**config.mk**
```make
export PLATFORM = sky130hd
export DESIGN_NAME = root_hub_status_power_control
export DESIGN_NICKNAME = d
export VERILOG_FILES = /design/src/logic/rh_status_pkg.sv /design/src/logic/root_hub_status_power_control.sv
export SDC_FILE = /design/constraint.sdc
export NUM_CORES = 1
export LEC_CHECK = 0
export ABC_AREA = 1
export BUFFER_PORTS_ARGS = -buffer_cell sky130_fd_sc_hd__buf_2
export CAP_MARGIN = 20
export CORE_ASPECT_RATIO = 1.25
export CORE_MARGIN = 3
export CORE_UTILIZATION = 31
export DETAILED_ROUTE_END_ITERATION = 6
export MAX_ROUTING_LAYER = met4
export PLACE_DENSITY_LB_ADDON = 0.3
export SYNTH_ARGS = -nofsm -noshare
export SYNTH_HDL_FRONTEND = slang
export SYNTH_SLANG_ARGS = --single-unit
```
**constraint.sdc**
```tcl
create_clock -name i_clk -period 0.83 [get_ports i_clk]
set_input_delay 0.083 -clock i_clk [delete_from_list [all_inputs] [get_ports i_clk]]
set_output_delay 0.083 -clock i_clk [all_outputs]
set_load 0.05 [all_outputs]
```
**src/logic/rh_status_pkg.sv**
```systemverilog
// Constants and carriers for the root hub status register block.
// Assumes a host command port with 8-bit command codes and 32-bit data.
package rh_status_pkg;
	// ==========================================
	// Command codes
	localparam logic [7:0] CMD_RH_STATUS_READ = 8'h14; // Read code
	localparam logic [7:0] CMD_RH_STATUS_WRITE = 8'h94; // Write code
	// ==========================================
	// Bit positions
	localparam int BIT_CLEAR_WAKE = 31; // Clear wake enable strobe
	localparam int BIT_OC_CHANGE = 17; // Overcurrent change flag
	localparam int BIT_SET_POWER = 16; // Local power change / set global
	localparam int BIT_WAKE_EN = 15; // Remote wake-up enable
	localparam int BIT_OC = 1; // Hub overcurrent indicator
	localparam int BIT_CLR_POWER = 0; // Local power / clear global
	// ==========================================
	// Reset values
	localparam logic RST_FLAG = 1'h0; // All stored flags start clear
	// ==========================================
	// Host command carrier
	typedef struct packed
	{
		logic rd; // Read strobe
		logic wr; // Write strobe
		logic [7:0] code; // Command code
		logic [31:0] wdata; // Write data
	} host_cmd_s;
endpackage

```
**src/logic/root_hub_status_power_control.sv**
```systemverilog
// Root hub status register: overcurrent, wake enable and power commands.
// Assumes synchronous command strobes and per-port signals on i_clk.
// How it works
// Writing 1 to bit 31 clears wake enable
// Overcurrent indicator change sets bit 17 flag
// Change flag clears only on written 1
// Bits 16 and 0 read as zero
// Global mode bit16 write powers all ports
// Per-port mode bit16 powers unmasked ports only
// Global mode bit0 write unpowers all ports
// Per-port mode bit0 unpowers unmasked ports only
// Bit 15 reads wake enable; gates wake events
// Enabled connect change while suspended triggers resume and interrupt
// Writing 1 to bit 15 sets wake enable
// Bit 1 reports hub-wide overcurrent
// Per-port overcurrent reporting reads bit 1 zero
// Software writes reserved bits as zero
// Masked ports ignore global power commands in per-port mode
// Read code 14, write code 94
// Bit 31 reads as zero
// Reset clears indicator, change flag, wake enable
`timescale 1ns/1ns
module root_hub_status_power_control
#(
	parameter int NUM_PORTS = 2 // Downstream ports
)
(
	input wire logic i_clk, // Controller clock
	input wire logic i_reset, // Sync reset, high
	input wire rh_status_pkg::host_cmd_s i_cmd, // Host command
	input wire logic i_power_switching_mode, // 0 global, 1 per-port
	input wire logic i_per_port_oc_mode, // 1 overcurrent per port
	input wire logic i_global_oc, // Raw hub overcurrent
	input wire logic [NUM_PORTS-1:0] i_port_power_control_mask, // Mask per port
	input wire logic [NUM_PORTS-1:0] i_connect_change, // Connect change pulses
	input wire logic i_suspended, // Controller in suspend
	output logic [31:0] o_rdata, // Read data
	output logic o_rvalid, // Read data valid
	output logic [NUM_PORTS-1:0] o_port_power_on, // Per-port power-on pulse
	output logic [NUM_PORTS-1:0] o_port_power_off, // Per-port power-off pulse
	output logic o_resume_request // Resume and resume-detected pulse
);
	// ==========================================
	// Elaboration check
	if (NUM_PORTS < 1 || NUM_PORTS > 2)
	begin : g_bad_ports
		$error("NUM_PORTS must be 1 or 2");
	end

	// ==========================================
	// State
	logic hub_overcurrent_indicator; // Filtered indicator
	logic overcurrent_change_flag; // Sticky change flag
	logic remote_wakeup_enable; // Wake enable flag
	logic wr_hit; // Write command to this register
	logic [NUM_PORTS-1:0] port_sel; // Ports that follow global commands
	logic next_hub_overcurrent_indicator; // Indicator value next cycle

	assign wr_hit = i_cmd.wr && (i_cmd.code == rh_status_pkg::CMD_RH_STATUS_WRITE);
	// Per-port reporting forces the hub indicator low
	assign next_hub_overcurrent_indicator = i_per_port_oc_mode ? 1'h0 : i_global_oc;

	// Indicator register
	always_ff @(posedge i_clk)
	begin
		if (i_reset)
			hub_overcurrent_indicator <= rh_status_pkg::RST_FLAG;
		else
			hub_overcurrent_indicator <= next_hub_overcurrent_indicator;
	end

	// Change flag: set beats clear so no edge is lost
	always_ff @(posedge i_clk)
	begin
		if (i_reset)
			overcurrent_change_flag <= rh_status_pkg::RST_FLAG;
		else if (next_hub_overcurrent_indicator != hub_overcurrent_indicator)
			overcurrent_change_flag <= 1'h1;
		else if (wr_hit && i_cmd.wdata[rh_status_pkg::BIT_OC_CHANGE])
			overcurrent_change_flag <= 1'h0;
	end

	// Wake enable: clear strobe wins if both written together
	always_ff @(posedge i_clk)
	begin
		if (i_reset)
			remote_wakeup_enable <= rh_status_pkg::RST_FLAG;
		else if (wr_hit && i_cmd.wdata[rh_status_pkg::BIT_CLEAR_WAKE])
			remote_wakeup_enable <= 1'h0;
		else if (wr_hit && i_cmd.wdata[rh_status_pkg::BIT_WAKE_EN])
			remote_wakeup_enable <= 1'h1;
	end

	// Ports touched by global commands
	genvar gi;
	for (gi = 0; gi < NUM_PORTS; gi++)
	begin : g_sel
		// Global mode: every port; per-port mode: unmasked only
		assign port_sel[gi] = !i_power_switching_mode || !i_port_power_control_mask[gi];
	end

	// Power command pulses
	always_ff @(posedge i_clk)
	begin
		if (i_reset)
		begin
			o_port_power_on <= '0;
			o_port_power_off <= '0;
		end
		else
		begin
			o_port_power_on <= (wr_hit && i_cmd.wdata[rh_status_pkg::BIT_SET_POWER]) ? port_sel : '0;
			o_port_power_off <= (wr_hit && i_cmd.wdata[rh_status_pkg::BIT_CLR_POWER]) ? port_sel : '0;
		end
	end

	// Remote wake-up resume trigger
	always_ff @(posedge i_clk)
	begin
		if (i_reset)
			o_resume_request <= 1'h0;
		else
			o_resume_request <= remote_wakeup_enable && i_suspended && (|i_connect_change);
	end

	// Read port; unsupported and strobe bits read zero
	always_ff @(posedge i_clk)
	begin
		if (i_reset)
		begin
			o_rdata <= '0;
			o_rvalid <= 1'h0;
		end
		else
		begin
			o_rvalid <= i_cmd.rd && (i_cmd.code == rh_status_pkg::CMD_RH_STATUS_READ);
			o_rdata <= '0;
			o_rdata[rh_status_pkg::BIT_OC_CHANGE] <= overcurrent_change_flag;
			o_rdata[rh_status_pkg::BIT_WAKE_EN] <= remote_wakeup_enable;
			o_rdata[rh_status_pkg::BIT_OC] <= hub_overcurrent_indicator;
		end
	end

	// ==========================================
	// Assertions
	// Reset leaves all three stored flags clear
	reset_clears_a: assert property (
		@(posedge i_clk)
		i_reset |=> (!hub_overcurrent_indicator && !overcurrent_change_flag && !remote_wakeup_enable))
		else $error("flag not cleared by reset");

	// Any change of the indicator raises the flag one cycle later
	change_sets_flag_a: assert property (
		@(posedge i_clk) disable iff (i_reset)
		(next_hub_overcurrent_indicator != hub_overcurrent_indicator) |=> overcurrent_change_flag)
		else $error("change flag not set");

	// Flag holds until a written 1 clears it
	flag_sticky_a: assert property (
		@(posedge i_clk) disable iff (i_reset)
		(overcurrent_change_flag && !(wr_hit && i_cmd.wdata[rh_status_pkg::BIT_OC_CHANGE]))
		|=> overcurrent_change_flag)
		else $error("change flag dropped");

	// Clear strobe always drops the wake enable
	wake_clear_a: assert property (
		@(posedge i_clk) disable iff (i_reset)
		(wr_hit && i_cmd.wdata[rh_status_pkg::BIT_CLEAR_WAKE]) |=> !remote_wakeup_enable)
		else $error("wake enable not cleared");

	// Set strobe raises the wake enable unless cleared alongside
	wake_set_a: assert property (
		@(posedge i_clk) disable iff (i_reset)
		(wr_hit && i_cmd.wdata[rh_status_pkg::BIT_WAKE_EN] && !i_cmd.wdata[rh_status_pkg::BIT_CLEAR_WAKE])
		|=> remote_wakeup_enable)
		else $error("wake enable not set");

	// Unsupported status bits and the strobe bit never read back
	read_zero_bits_a: assert property (
		@(posedge i_clk) disable iff (i_reset)
		o_rvalid |-> (o_rdata[rh_status_pkg::BIT_SET_POWER] == 1'h0
		&& o_rdata[rh_status_pkg::BIT_CLR_POWER] == 1'h0
		&& o_rdata[rh_status_pkg::BIT_CLEAR_WAKE] == 1'h0))
		else $error("zero bits read nonzero");

	// Read word carries the wake enable as it stood when taken
	wake_read_a: assert property (
		@(posedge i_clk) disable iff (i_reset)
		o_rvalid |-> (o_rdata[rh_status_pkg::BIT_WAKE_EN] == $past(remote_wakeup_enable)))
		else $error("wake enable misread");

	// Read word carries the indicator as it stood when taken
	oc_read_a: assert property (
		@(posedge i_clk) disable iff (i_reset)
		o_rvalid |-> (o_rdata[rh_status_pkg::BIT_OC] == $past(hub_overcurrent_indicator)))
		else $error("indicator misread");

	// Read word carries the change flag as it stood when taken
	flag_read_a: assert property (
		@(posedge i_clk) disable iff (i_reset)
		o_rvalid |-> (o_rdata[rh_status_pkg::BIT_OC_CHANGE] == $past(overcurrent_change_flag)))
		else $error("change flag misread");

	// Global reporting: indicator trails the raw input by one cycle
	indicator_follows_a: assert property (
		@(posedge i_clk) disable iff (i_reset)
		!i_per_port_oc_mode |=> (hub_overcurrent_indicator == $past(i_global_oc)))
		else $error("indicator does not follow input");

	// Per-port reporting keeps the hub indicator low
	oc_per_port_a: assert property (
		@(posedge i_clk) disable iff (i_reset)
		i_per_port_oc_mode |=> !hub_overcurrent_indicator)
		else $error("indicator set in per-port mode");

	// Global set power reaches every port
	global_on_a: assert property (
		@(posedge i_clk) disable iff (i_reset)
		(wr_hit && i_cmd.wdata[rh_status_pkg::BIT_SET_POWER] && !i_power_switching_mode) |=> (&o_port_power_on))
		else $error("global power-on missed a port");

	// Global clear power reaches every port
	global_off_a: assert property (
		@(posedge i_clk) disable iff (i_reset)
		(wr_hit && i_cmd.wdata[rh_status_pkg::BIT_CLR_POWER] && !i_power_switching_mode) |=> (&o_port_power_off))
		else $error("global power-off missed a port");

	// Per-port mode: masked ports never see a global power-on
	masked_on_a: assert property (
		@(posedge i_clk) disable iff (i_reset)
		(i_power_switching_mode && wr_hit) |=> ((o_port_power_on & $past(i_port_power_control_mask)) == '0))
		else $error("masked port powered on");

	// Per-port mode: masked ports never see a global power-off
	masked_off_a: assert property (
		@(posedge i_clk) disable iff (i_reset)
		(i_power_switching_mode && wr_hit) |=> ((o_port_power_off & $past(i_port_power_control_mask)) == '0))
		else $error("masked port powered off");

	// No set-power bit written, no power-on pulse
	on_needs_write_a: assert property (
		@(posedge i_clk) disable iff (i_reset)
		!(wr_hit && i_cmd.wdata[rh_status_pkg::BIT_SET_POWER]) |=> (o_port_power_on == '0))
		else $error("stray power-on pulse");

	// No clear-power bit written, no power-off pulse
	off_needs_write_a: assert property (
		@(posedge i_clk) disable iff (i_reset)
		!(wr_hit && i_cmd.wdata[rh_status_pkg::BIT_CLR_POWER]) |=> (o_port_power_off == '0))
		else $error("stray power-off pulse");

	// Enabled connect change while suspended requests resume
	wake_resume_a: assert property (
		@(posedge i_clk) disable iff (i_reset)
		(remote_wakeup_enable && i_suspended && (|i_connect_change)) |=> o_resume_request)
		else $error("resume not requested");

	// Without wake enable a connect change is no wake event
	wake_gates_resume_a: assert property (
		@(posedge i_clk) disable iff (i_reset)
		!remote_wakeup_enable |=> !o_resume_request)
		else $error("resume without wake enable");
endmodule

```
# Yosys cells after proc, flatten, opt, wreduce, memory -nomap -nowiden
# Index checks and enable logic that the tools add are counted.
totals:
  regBits: 41
  latchBits: 0
  mem_bits_rw: 0
  romBits: 0
  output_inout_bits: 38
  word_cells: 36
  mem_count: 0
classes:
  n_addsub: 0
  mul: 0
  div: 0
  magnitude_cmp: 0
  eq_ne: 3
  shifts: 0
  mux: 3
  bitwise: 2
  reduce_logical: 19
op_table:
  columns: ["operator", "n"]
  rows:
  - ["logical AND 1 bit", 9]
  - ["== test 8 x 5 -> 1 bit (second input constant)", 1]
  - ["== test 8 bit (second input constant)", 1]
  - ["OR reduction 2 bit", 4]
  - ["logical NOT 1 bit", 3]
  - ["2-to-1 mux 1 bit", 3]
  - ["logical OR 1 bit", 2]
  - ["NOT 1 bit", 2]
  - ["nonzero test 2 bit", 1]
  - ["inequality test 1 bit", 1]

# Depth between registers and ports, before layout
logic_depth:
  depth_word: 5
  depth_mapped: 7
  mapped_depth_nobuf: 7

# Least setup slack after synthesis
# No wires, ideal clock.
synth_path:
  path_kind: "reg2out"
  startpoint: "register o_port_power_off[0]"
  endpoint: "output port o_port_power_off[0]"
  t_arrival_ns: 0.587
  required_ns: 0.747
  setup_slack_ns: 0.160
  path_stages_with_launch: 1
  path_cell_list: "dfxtp_1"
synth_lines:
  columns: ["element", "line_no", "text"]
  rows:
  - ["from (decl)", "root_hub_status_power_control.sv:40", "output logic [NUM_PORTS-1:0] o_port_power_off,"]
  - ["from (signal assigned)", "root_hub_status_power_control.sv:113", "o_port_power_off <= (wr_hit && i_cmd.wdata[rh_status_pkg::BIT_CLR_POWER]) ? port_sel : '0;"]
# No word-level cell between the ends.

# Final worst setup path
layout_path:
  startpoint: "register o_rdata[15]"
  endpoint: "output port o_rdata[15]"
layout_lines:
  columns: ["element", "line_no", "text"]
  rows:
  - ["from (decl)", "root_hub_status_power_control.sv:37", "output logic [31:0] o_rdata,"]
  - ["from (signal, indexed assignment)", "root_hub_status_power_control.sv:138", "o_rdata[rh_status_pkg::BIT_OC_CHANGE] <= overcurrent_change_flag;"]
  - ["from (signal, indexed assignment)", "root_hub_status_power_control.sv:139", "o_rdata[rh_status_pkg::BIT_WAKE_EN] <= remote_wakeup_enable;"]
  - ["from (signal, indexed assignment)", "root_hub_status_power_control.sv:140", "o_rdata[rh_status_pkg::BIT_OC] <= hub_overcurrent_indicator;"]
# No word-level cell between the ends.

==> results.cfg <==
[placement]
gp_congestion = 0.629
pre_cts_ws_ps = -22.0
placed_cell_area_um2 = 778
dp_hpwl_um = 1050
numPortBuffers = 33

[logic_synthesis]
avgSynthCellArea_um2 = 7.37
synth_fa_ha_area_share_pct = 0
synth_compound_area_share_pct = 2.89
synth-simple-area-share_pct = 22.7
synth.cells.most_frequent = buf_4, nor2_1, dfxtp_1, inv_1, nand2_1
synth_top_family_by_area = buffers and inverters
synth_edf_count = 0
synth-xor-area-share_pct = 0
yosysWarnings = 0
ys_seq_elements = 12
ys.flop_type = dfxtp_1
netlist_area_um2 = 693
synth.most_common_cell = buf_4
synth_top_area_share_pct = 34.7
postSynthCellCount = 94
yosysSeqAreaShare_pct = 34.7
async_reset_ff_share_pct = 0
synth_cell_types = 17
synthTopCellsByArea = dfxtp_1, buf_4, nor2_1
synth_mux_area_share_pct = 0
synth.largest_area_cell = dfxtp_1

[worst_setup_path]
worstPathMaxFanout = 1
criticalPathCategory = reg2out
cp_num_buf_inv = 1
cp-end-kind = primary output
slowest_stage = dfxtp_2
cp.arrival_ps = 730
crit_cells = 1
crit_path_cell_trace = buf_8
cp_slowest_stage_delay_ps = 330
cpLargestDelayFamily = flip-flops
required_ps = 750
critPathLaunchType = flop
r2r_cells = 3

[grt]
grt_max_degree = 9
grt_pass1_vias = 443
antenna_found_initial = 0
grt_pass1_wl_um = 1750
grtUsageTotal_pct = 9.16
gr-total-overflow = 0

[clock_tree]
clk_path_buf_depth = 2
cts_tree = yes
cts.sinks = 12
clkTransAtPathRegs_ps = 60
insertion_delay_ps = 260
cts-root-buf = clkbuf_4
cts_htree_levels = 1
cts_setup_buffers = 0
numCtsBuffers = 3
cts-hold-fix-buffers = 0

[timing]
fin_crit_ps = 817
fin_skew_ps = 2.16
rsz0062_at_grt = true
drv_slew = 0
max_freq_mhz = 1220
holdWs_ps = 57.4
fin_crit_sh_pct = 98.5
hold_viol_final = 0
setup_viol = 0
worst_slack_ps = 12.6

[floorplan]
start_util_pct = 33.8
die_w_um = 48.3
core-area_um2 = 2050
ios = 90
die_area_um2 = 2840
std_cell_rows = 18
fp.dieH_um = 58.9

[outcome]
status = completed

[routing]
routed-wl-met3_um = 184
remaining_drc_errors = 0
firstDrtPassIters = 4
met2_length_um = 664
routed_wirelength_um = 1270
drtIter0Drc = 3
vias_per_cell = 3.58
highest_layer = met3
num_vias = 565
wl_per_cell_um = 8.03
wl_met1_um = 420
detail-route-antenna-nets = 0

[cells_and_area]
drive_gt1_share_pct = 39.8
final_design_area_no_fill_um2 = 902
area_growth_pct = 30.1
num_antenna_cells = 0
fin_nets = 182

[worst_hold_path]
hold_path_depth = 2
min_path_type = in2reg

[flow_run]
drv_cap = 0

[pwr]
irDropWorstVdd_v = 0.000515
p_leak_nw = 0.521
p_per_area_nw_per_um2 = 1490
stage by stage:
stage / instances / power, mW / utilization (%) / TNS [ps]
6_report: 158 / 1.35 / 44.0 / 0
5_1_grt: 158 / 1.42 / 44.0 / -107
4_1_cts: 158 / 1.37 / 42.6 / -10.3
3_5_place_dp: 155 / 1.02 / 38.0 / -22.0
3_3_place_gp: 155 / 1.02 / 38.0 / -9.47
2_1_floorplan: 122 / 1.06 / - / 0
cells in the final DEF, fill, tap and decap left out, drive strengths merged:
master  instances
a21oi           1
and3            1
buf            33
clkbuf          3
conb           29
dfxtp          12
inv            13
nand2          12
nand3           4
nand3b          1
nor2           17
o211a           1
o21ai           1
worst paths after layout:
kind	from	endpoint	slack (ps)
min	i_connect_change[0]	o_resume_request$_SDFF_PP0_	60
max	o_rdata[15]$_SDFF_PP0_	o_rdata[15]	10
max reg2reg	remote_wakeup_enable$_SDFFE_PP0P_	o_resume_request$_SDFF_PP0_	100
min reg2reg	overcurrent_change_flag$_SDFFE_PP0P_	o_rdata[17]$_SDFF_PP0_	420
final cells by class:
type | count | area [um2]
fillers | 207 | 1150
multi-input cells | 67 | 287
repair buffers | 33 | 255
flip-flops and latches | 12 | 251
inverters | 13 | 48.8
well taps | 30 | 37.5
clock buffers | 3 | 22.5
flip-flops by register name (all words and copies together) (netlist names):
register,cells
hub_overcurrent_indicator,1
o_rvalid,1
o_port_power_on,2
overcurrent_change_flag,1
o_rdata,3
o_port_power_off,2
o_resume_request,1
remote_wakeup_enable,1
power by group:
part / switching, mW / internal [mW] / leakage (nW)
clock network: 0.157 / 0.167 / 0.0138
registers: 0.00450 / 0.588 / 0.102
logic: 0.359 / 0.0699 / 0.405
total: 0.521 / 0.826 / 0.521
logic make-up after synthesis:
family	after synthesis
and+or+nand+nor	35
AOI/OAI and AO/OA	3
DFF	12
buffers and inverters	43
other	1
per-layer routing:
layer,vias to the layer above,GRT usage [%]
li1,289,-
met1,234,9.50
met2,42,14.9
met3,0,0.917
met4,0,6.92
met5,-,-
what timing repair did:
item | CTS | global route
setup endpoints to repair | 9 | 9
hold endpoints to repair | 0 | 0
gates resized for setup | 27 | 9
gates cloned | 0 | 0
No activity file was read; power rests on OpenSTA's default activity.
